<file path="config.mk">
export PLATFORM = sky130hd
export DESIGN_NAME = dlc_regs
export DESIGN_NICKNAME = d
export VERILOG_FILES = /design/src/design/dlc_pkg.sv /design/src/design/dlc_regs.sv
export SDC_FILE = /design/constraint.sdc
export NUM_CORES = 1
export LEC_CHECK = 0
export BUFFER_PORTS_ARGS = -buffer_cell sky130_fd_sc_hd__buf_2
export CORE_MARGIN = 2
export CORE_UTILIZATION = 40
export CTS_BUF_LIST = sky130_fd_sc_hd__clkbuf_8 sky130_fd_sc_hd__clkbuf_16
export CTS_CLUSTER_SIZE = 14
export DETAILED_ROUTE_END_ITERATION = 8
export RECOVER_POWER = 50
export SLEW_MARGIN = 20
export SYNTH_ARGS = -nofsm -noshare
export SYNTH_HDL_FRONTEND = slang
export SYNTH_SLANG_ARGS = --single-unit
</file>
<file path="constraint.sdc">
create_clock -name clk_sys_in -period 13.18 [get_ports clk_sys_in]
set_input_delay 1.977 -clock clk_sys_in [delete_from_list [all_inputs] [get_ports clk_sys_in]]
set_output_delay 1.977 -clock clk_sys_in [all_outputs]
set_load 0.01 [all_outputs]
</file>
<file path="src/design/dlc_pkg.sv">
// Package of offsets, field layouts, reset values and timing for the config bank.
package dlc_pkg;
    localparam logic [7:0] ADDR_RUN = 8'h01;
    localparam logic [7:0] ADDR_GEN = 8'h02;
    localparam logic [7:0] ADDR_CLUSTER = 8'h03;
    localparam logic [7:0] ADDR_TIMEOUT = 8'h04;
    localparam int SLEW_LSB = 4;
    localparam int DIV_LSB = 2;
    localparam int CLKSEL_LSB = 0;
    localparam int WD_EN_BIT = 12;
    localparam logic [12:0] GEN_RESET = 13'h0000;
    localparam logic [12:0] CLUSTER_RESET = 13'h0001;
    localparam logic [12:0] TIMEOUT_RESET = 13'h0000;
    localparam logic [15:0] DIV_BASE = 16'h2000;
    // Slew times in nanoseconds per code, slowest first.
    localparam int SLEW_NS_0 = 10000;
    localparam int SLEW_NS_7 = 500;
    localparam int CLK_PERIOD_NS = 5;
    typedef enum logic [1:0] {
        DLC_SRC_INT_OFF = 2'h0,
        DLC_SRC_INT_OUT = 2'h1,
        DLC_SRC_EXT_LOW = 2'h2,
        DLC_SRC_EXT_HIGH = 2'h3
    } dlc_src_t;
    typedef struct packed {
        logic wr;
        logic [7:0] addr;
        logic [12:0] data;
    } dlc_req_t;
    typedef struct packed {
        logic cluster_call;
        logic [5:0] cluster_identifier;
    } dlc_call_t;
endpackage : dlc_pkg

</file>
<file path="src/design/dlc_regs.sv">
// Configuration register bank with dimming divider and link watchdog.
`timescale 1ns/1ps
module dlc_regs (
    input wire logic clk_sys_in,
    input wire logic resetn_in,
    input wire dlc_pkg::dlc_req_t req_in,
    input wire dlc_pkg::dlc_call_t call_in,
    input wire logic link_timeout_in,
    input wire logic osc_tick_in,
    input wire logic ext_clk_in,
    input wire logic [5:0] prog_switch_in,
    output logic [12:0] rdata_out,
    output logic call_accept_out,
    output logic pwm_tick_out,
    output logic clk_pin_out,
    output logic clk_pin_oe_out,
    output logic [5:0] switch_closed_out,
    output logic [15:0] slew_cycles_out,
    output logic fault_n_out
);
    import dlc_pkg::*;

    logic [12:0] general_dimming_config;
    logic [12:0] cluster_id_config;
    logic [12:0] link_timeout_config;
    logic switching_run;
    logic [1:0] ext_sync;
    logic ext_prev;
    logic [15:0] div_cnt;
    logic wd_tripped;

    // Slew time per code in ns; converted to system cycles below.
    function automatic logic [15:0] slew_ns(input logic [2:0] code);
        unique case (code)
            3'h0: slew_ns = 16'(SLEW_NS_0);
            3'h1: slew_ns = 16'h1A0E;
            3'h2: slew_ns = 16'h1388;
            3'h3: slew_ns = 16'h0CE4;
            3'h4: slew_ns = 16'h09C4;
            3'h5: slew_ns = 16'h05DC;
            3'h6: slew_ns = 16'h03E8;
            3'h7: slew_ns = 16'(SLEW_NS_7);
        endcase
    endfunction : slew_ns

    // Decode of fields and write strobes.
    wire [2:0] gate_slew_sel = general_dimming_config[SLEW_LSB +: 3];
    wire [1:0] div_sel = general_dimming_config[DIV_LSB +: 2];
    wire [1:0] src_sel = general_dimming_config[CLKSEL_LSB +: 2];
    wire [5:0] cluster_identifier = cluster_id_config[5:0];
    wire [5:0] timeout_switch_pattern = link_timeout_config[5:0];
    wire wd_enable = link_timeout_config[WD_EN_BIT];
    wire wr_run = req_in.wr && req_in.addr == ADDR_RUN;
    wire wr_gen = req_in.wr && req_in.addr == ADDR_GEN;
    wire wr_cluster = req_in.wr && req_in.addr == ADDR_CLUSTER;
    wire wr_timeout = req_in.wr && req_in.addr == ADDR_TIMEOUT;
    wire src_ext = src_sel[1];
    wire ext_rise = ext_sync[1] && !ext_prev;
    wire base_tick = src_ext ? ext_rise : osc_tick_in;
    // Terminal count is one less than 8192 shifted left by the divider code.
    wire [15:0] div_last = 16'((32'(DIV_BASE) << div_sel) - 1);
    wire div_wrap = base_tick && div_cnt == div_last;
    wire [15:0] next_slew_cycles = 16'(
        (32'(slew_ns(gate_slew_sel)) + CLK_PERIOD_NS - 1) / CLK_PERIOD_NS);
    wire [12:0] next_rdata =
        req_in.addr == ADDR_RUN ? {12'h000, switching_run} :
        req_in.addr == ADDR_GEN ? general_dimming_config :
        req_in.addr == ADDR_CLUSTER ? cluster_id_config :
        req_in.addr == ADDR_TIMEOUT ? link_timeout_config : 13'h0000;
    wire trip_now = wd_enable && (link_timeout_in || wd_tripped);
    wire [5:0] next_switch = trip_now ? timeout_switch_pattern :
        (switching_run ? prog_switch_in : 6'h3F);

    // Register writes; slew spacing is left to the host.
    always_ff @(posedge clk_sys_in or negedge resetn_in) begin
        if (!resetn_in) begin
            general_dimming_config <= GEN_RESET;
            cluster_id_config <= CLUSTER_RESET;
            link_timeout_config <= TIMEOUT_RESET;
            switching_run <= 1'b0;
        end else begin
            if (wr_gen) general_dimming_config <= req_in.data;
            if (wr_cluster) cluster_id_config <= {7'h00, req_in.data[5:0]};
            if (wr_timeout) link_timeout_config <=
                {req_in.data[12], 6'h00, req_in.data[5:0]};
            if (wr_run) switching_run <= req_in.data[0];
        end
    end

    // External clock pin is synchronised before edge detection.
    always_ff @(posedge clk_sys_in or negedge resetn_in) begin
        if (!resetn_in) begin
            ext_sync <= 2'b00;
            ext_prev <= 1'b0;
        end else begin
            ext_sync <= {ext_sync[0], ext_clk_in};
            ext_prev <= ext_sync[1];
        end
    end

    // Dimming divider; held at zero while not running.
    always_ff @(posedge clk_sys_in or negedge resetn_in) begin
        if (!resetn_in) begin
            div_cnt <= 16'h0000;
            pwm_tick_out <= 1'b0;
        end else begin
            pwm_tick_out <= switching_run && div_wrap;
            if (!switching_run || div_wrap) div_cnt <= 16'h0000;
            else if (base_tick) div_cnt <= div_cnt + 16'h0001;
        end
    end

    // Watchdog latch stays tripped until the watchdog is disabled.
    always_ff @(posedge clk_sys_in or negedge resetn_in) begin
        if (!resetn_in) begin
            wd_tripped <= 1'b0;
            fault_n_out <= 1'b1;
            switch_closed_out <= 6'h3F;
        end else begin
            wd_tripped <= trip_now;
            fault_n_out <= !trip_now;
            switch_closed_out <= next_switch;
        end
    end

    // Outputs: read data, cluster match, clock pin, slew count.
    always_ff @(posedge clk_sys_in or negedge resetn_in) begin
        if (!resetn_in) begin
            rdata_out <= 13'h0000;
            call_accept_out <= 1'b0;
            clk_pin_out <= 1'b0;
            clk_pin_oe_out <= 1'b0;
            slew_cycles_out <= 16'h0000;
        end else begin
            rdata_out <= next_rdata;
            call_accept_out <= call_in.cluster_call &&
                call_in.cluster_identifier == cluster_identifier;
            clk_pin_out <= osc_tick_in;
            clk_pin_oe_out <= src_sel == DLC_SRC_INT_OUT;
            slew_cycles_out <= next_slew_cycles;
        end
    end

    // Checks.
    property p_accept;
        @(posedge clk_sys_in) disable iff (!resetn_in)
        call_in.cluster_call && call_in.cluster_identifier ==
            cluster_id_config[5:0] |=> call_accept_out;
    endproperty
    a_accept: assert property (p_accept) else $error("call lost");
    property p_reject;
        @(posedge clk_sys_in) disable iff (!resetn_in)
        call_in.cluster_identifier != cluster_id_config[5:0]
            |=> !call_accept_out;
    endproperty
    a_reject: assert property (p_reject) else $error("bad call");
    property p_fault;
        @(posedge clk_sys_in) disable iff (!resetn_in)
        wd_enable && link_timeout_in |=> !fault_n_out &&
            switch_closed_out == $past(timeout_switch_pattern);
    endproperty
    a_fault: assert property (p_fault) else $error("no fault");
    property p_wd_off;
        @(posedge clk_sys_in) disable iff (!resetn_in)
        !wd_enable |=> fault_n_out;
    endproperty
    a_wd_off: assert property (p_wd_off) else $error("wd off");
    property p_idle;
        @(posedge clk_sys_in) disable iff (!resetn_in)
        !switching_run && !trip_now |=> switch_closed_out == 6'h3F
            && div_cnt == 16'h0000;
    endproperty
    a_idle: assert property (p_idle) else $error("idle bad");
    property p_pin;
        @(posedge clk_sys_in) disable iff (!resetn_in)
        src_sel != DLC_SRC_INT_OUT |=> !clk_pin_oe_out;
    endproperty
    a_pin: assert property (p_pin) else $error("pin driven");
    property p_div;
        @(posedge clk_sys_in) disable iff (!resetn_in)
        base_tick && switching_run |=> div_cnt <= div_last;
    endproperty
    a_div: assert property (p_div) else $error("div range");
    property p_slew;
        @(posedge clk_sys_in) disable iff (!resetn_in)
        gate_slew_sel == 3'h7 ##1 gate_slew_sel == 3'h7
            |-> slew_cycles_out == 16'h0064;
    endproperty
    a_slew: assert property (p_slew) else $error("slew");
    property p_ext;
        @(posedge clk_sys_in) disable iff (!resetn_in)
        !src_ext && !osc_tick_in |-> !base_tick;
    endproperty
    a_ext: assert property (p_ext) else $error("src");
    c_accept: cover property (@(posedge clk_sys_in) call_accept_out);
    c_fault: cover property (@(posedge clk_sys_in) !fault_n_out);
    // Running switches follow the programmed pattern one cycle later.
    property p_run_sw;
        @(posedge clk_sys_in) disable iff (!resetn_in)
        switching_run && !trip_now |=>
            switch_closed_out == $past(prog_switch_in);
    endproperty
    a_run_sw: assert property (p_run_sw) else $error("run sw");
    // Source code one must turn the clock pin into an output.
    property p_pin_on;
        @(posedge clk_sys_in) disable iff (!resetn_in)
        src_sel == DLC_SRC_INT_OUT |=> clk_pin_oe_out;
    endproperty
    a_pin_on: assert property (p_pin_on) else $error("pin off");
    c_tick: cover property (@(posedge clk_sys_in) pwm_tick_out);
    // External edges only count while the external source is chosen.
    c_ext: cover property (@(posedge clk_sys_in) src_ext && base_tick);
endmodule : dlc_regs

</file>
==> results.md <==
Placement:
- Once placement finished, the instance area stood at 0.006287 mm^2.
- Routability-driven placement finished with a final weighted congestion of 0.8968.
- During placement, the flow inserted port buffers numbering 76.
- The placed instance count is 875.
- Detailed placement ended at an HPWL of 10,390 um.

STA:
- The share of the clock period used by the worst path after layout is 76.02%.
- The pin slew with the least headroom to its limit is 3430 ps.
- The final-layout setup total negative slack is 0 ps.
- The maximum clock frequency is 0.09981 GHz.
- The clock period could shrink to 10,020 ps.
- The max-slew violation total from the final report was 68.
- The total count of hold-check failures in the final report was 0.
- The worst slew margin relative to its limit is -128.7%.
- Across the routed clock network, the largest skew measured is 7.880 ps.
- The setup-violating endpoint count in the final report is 0.
- Setup repair after global routing left no endpoint under its margin.

Synthesis:
- Counting flops with a built-in enable in the synthesized netlist gives 0.
- The Yosys step of the flow raised 0 warnings.
- Averaged over all synthesized cells, the footprint is 9.108 um^2.
- The number of register bits inferred by synthesis is 84.
- The share of synthesized area occupied by flip-flops and latches is 36.01%.
- The total standard cell area after synthesis is 0.005866 mm^2.
- After technology mapping, the gate count stands at 644.
- Counting distinct cell types in the post-synthesis netlist gives 99.
- For this run, asynchronously set or reset flops after synthesis account for 100.0%.
- Among all flip-flop cells after synthesis, the most frequent one is dfrtp_1.

Pwr:
- The leakage power figure is 0.002916 uW.
- The power density over the cells is 152.0 mW/mm^2.
- The largest vdd supply drop is 0.00006512 V.

Clock tree:
- The total CTS buffers is 9.
- The count of H-tree levels built during CTS is 3.
- Counting along the longest clock path gives a buffer depth of 2.
- TritonCTS built the clock tree.
- The number of gates resized after cts is 0.
- After clock tree synthesis, the flow added hold-fix buffers numbering 0.
- The clock root buffer master is clkbuf_16.
- The number of sinks driven by the clock tree is 84.
- The clock-pin slew on the worst setup and hold paths is 60 ps.
- The clock latency on the worst-skew pair is 350 ps.
- The number of setup buffers added after CTS is 0.

Floorplan:
- The overall die height is 125.1 um.
- The core outline area is 0.01442 mm^2.
- The number of placement rows is 44.
- For this design the top-level I/O count stands at 80.
- The die covers 0.01565 mm^2.
- The initial standard-cell utilization of the core is 40.67%.
- Measured along the x axis, the die boundary spans 125.1 um.

Routing:
- The number of remaining DRC errors is 0.
- The via-per-instance ratio is 5.779.
- The routed wirelength normalized by instance count is 16.30 um.
- Summing over every cut layer, the via total after detailed routing is 5,149.
- Wires add up to 14,530 um.
- The residual antenna-violating net count after detailed routing is 0.
- The first routing iteration left 488 violations.
- The pre-antenna-repair detailed-routing pass consisted of 5 iterations.

GRT:
- Entering global routing, the biggest net connects 68 pins.
- The wire length of the first global-routing pass is 24,450 um.
- The aggregate global routing overflow is 0.
- Global routing used 18.82% of the available tracks across all layers.
- The number of global-route vias before repair is 4,965.
- The initial antenna violation count was 0.

Final layout:
- For this run, the share of the core covered by cells in the final layout is 45.53%.
- The number of nets in the final layout is 754.
- Excluding fillers, the count of instances in the completed layout stands at 891.
- Leaving out fill and tap cells, the most frequent cell in the layout is dfrtp_1.
- The signed area change from the synthesized netlist to the final layout is 11.97%.
- The share of layout cells above drive strength 1 is 21.36%.
- The antenna cell count is 0.
- The finished cells cover 0.006568 mm^2.
- The library cells used most frequently in the layout, excluding fill and tap cells, are dfrtp_1, buf_2, nor2_1.

Worst setup path:
- The library cell contributing the largest single delay on the critical path is dfrtp_1.
- In this design, the stage delay of the slowest critical-path cell is 860 ps.
- Along the worst path, the maximum fanout reaches 28.
- The endpoint class of the critical path is a flip-flop.
- The critical path arrival is 10,240 ps.
- The critical path data required time is 13,400 ps.
- The category of the most critical setup path is reg2reg.
- STA classifies the critical path startpoint as a flip-flop.
- In this design, the largest share of critical-path delay is due to compound AO/OA/AOI/OAI gates.
- The critical path contains buffers and inverters numbering 2 combined.

Run status:
- The final reports fail on max-capacitance violations, max-slew violations.
- The run finished, with violations left.

Hold path:
- In this run the worst hold path is classified as reg2reg.

Flow run:
- The tool flagged a number of max-cap violations equal to 1.
==> final cells by class <==
class	count	area [um^2]
Tap cell	184	230.2
Sequential cell	84	2112
Clock inverter	7	72.57
Multi-Input combinational cell	501	3433
Inverter	27	103.9
Clock buffer	9	225.2
Timing Repair Buffer	79	390.4
Fill cell	1426	7856
==> synth_stat cells (5+ instances only) <==
| cell | instances | area, um^2 |
|---|---|---|
| a21o_1 | 8 | 60.06 |
| mux2_2 | 29 | 326.6 |
| nor3_1 | 19 | 95.09 |
| and3_1 | 10 | 62.56 |
| nand2b_1 | 5 | 31.28 |
| nor4_1 | 7 | 43.79 |
| dfstp_2 | 8 | 210.2 |
| buf_4 | 6 | 45.04 |
| xnor2_1 | 13 | 113.9 |
| a211oi_1 | 7 | 52.55 |
| o21ai_0 | 26 | 130.1 |
| a21oi_1 | 27 | 135.1 |
| o211ai_1 | 5 | 37.54 |
| nand2_1 | 55 | 206.5 |
| ha_1 | 12 | 150.1 |
| clkbuf_1 | 11 | 41.29 |
| buf_6 | 5 | 56.30 |
| nand4_1 | 11 | 68.82 |
| xor2_1 | 20 | 175.2 |
| mux2i_1 | 7 | 70.07 |
| nor2b_1 | 8 | 50.05 |
| a31oi_1 | 17 | 106.4 |
| inv_1 | 25 | 93.84 |
| and2_1 | 14 | 87.58 |
| nand3_1 | 11 | 55.05 |
| buf_2 | 9 | 45.04 |
| nor2_1 | 62 | 232.7 |
| a22oi_1 | 5 | 37.54 |
| dfrtp_1 | 76 | 1902 |
==> state kept, by name, summed over array words and instances, names as in the netlist, 2 cells and up <==
register,cells
switch_closed_out,6
general_dimming_config,13
ext_sync,2
rdata_out,13
link_timeout_config,7
div_cnt,16
cluster_id_config,6
slew_cycles_out,13
==> logic make-up after synthesis <==
kind of cell    count (synthesis)  synth area share, %
other cells                     1              0.06393
mux                            38                7.338
simple gates                  240                21.63
xor+xnor                       33                4.928
buf+inv                        62                5.610
fa+ha+maj                      12                2.560
compound gates                174                21.86
flops                          84                36.01
==> worst register-to-register path, delay by kind of cell, from the launching register on <==
kind / cells / cell delay [ps]
AO/OA/AOI/OAI: 14 / 3600
XOR/XNOR: 2 / 300
adder cells (fa/ha/maj): 3 / 1040
buffers and inverters: 2 / 430
flip-flops: 1 / 860
multiplexers: 1 / 250
AND/OR/NAND/NOR: 9 / 3420
==> worst paths after layout <==
kind                                      startpoint            endpoint  slack, ps  depth (start not counted)
max                        general_dimming_config[4]  slew_cycles_out[0]       3160                         31
min                                      ext_sync[0]         ext_sync[1]        360                          0
max reg2reg                general_dimming_config[4]  slew_cycles_out[0]       3160                         31
min reg2reg                              ext_sync[0]         ext_sync[1]        360                          0
max in group asynchronous                  resetn_in        rdata_out[9]       7560                          2
min in group asynchronous                  resetn_in          div_cnt[4]       1810                          1
==> routing by layer <==
layer | GRT usage [%] | vias up | routed length (um)
met1 | 26.46 | 2505 | 6911
met2 | 29.41 | 125 | 6710
li1 | - | 2496 | -
met4 | 5.752 | 0 | 252
met5 | 0 | - | 0
met3 | 3.723 | 23 | 651
==> stage by stage <==
| step | worst slack, ps | total power [uW] | hold slack, ps |
|---|---|---|---|
| 3_5_place_dp | 3611 | 734.1 | 346.4 |
| 2_1_floorplan | 5607 | 650.6 | 331.2 |
| 6_report | 3160 | 998.1 | 355.5 |
| 4_1_cts | 3532 | 997.9 | 361.5 |
| 5_1_grt | 2166 | 1067 | 365.2 |
| 3_3_place_gp | 3962 | 725.8 | 334.7 |
==> power by group <==
| group | internal (uW) | leakage, uW | switching (uW) |
|---|---|---|---|
| combinational | 182 | 0.00168 | 271 |
| sequential | 275 | 0.00109 | 9.73 |
| clock | 148 | 0.000148 | 112 |
No activity file was read; power rests on OpenSTA's default activity.
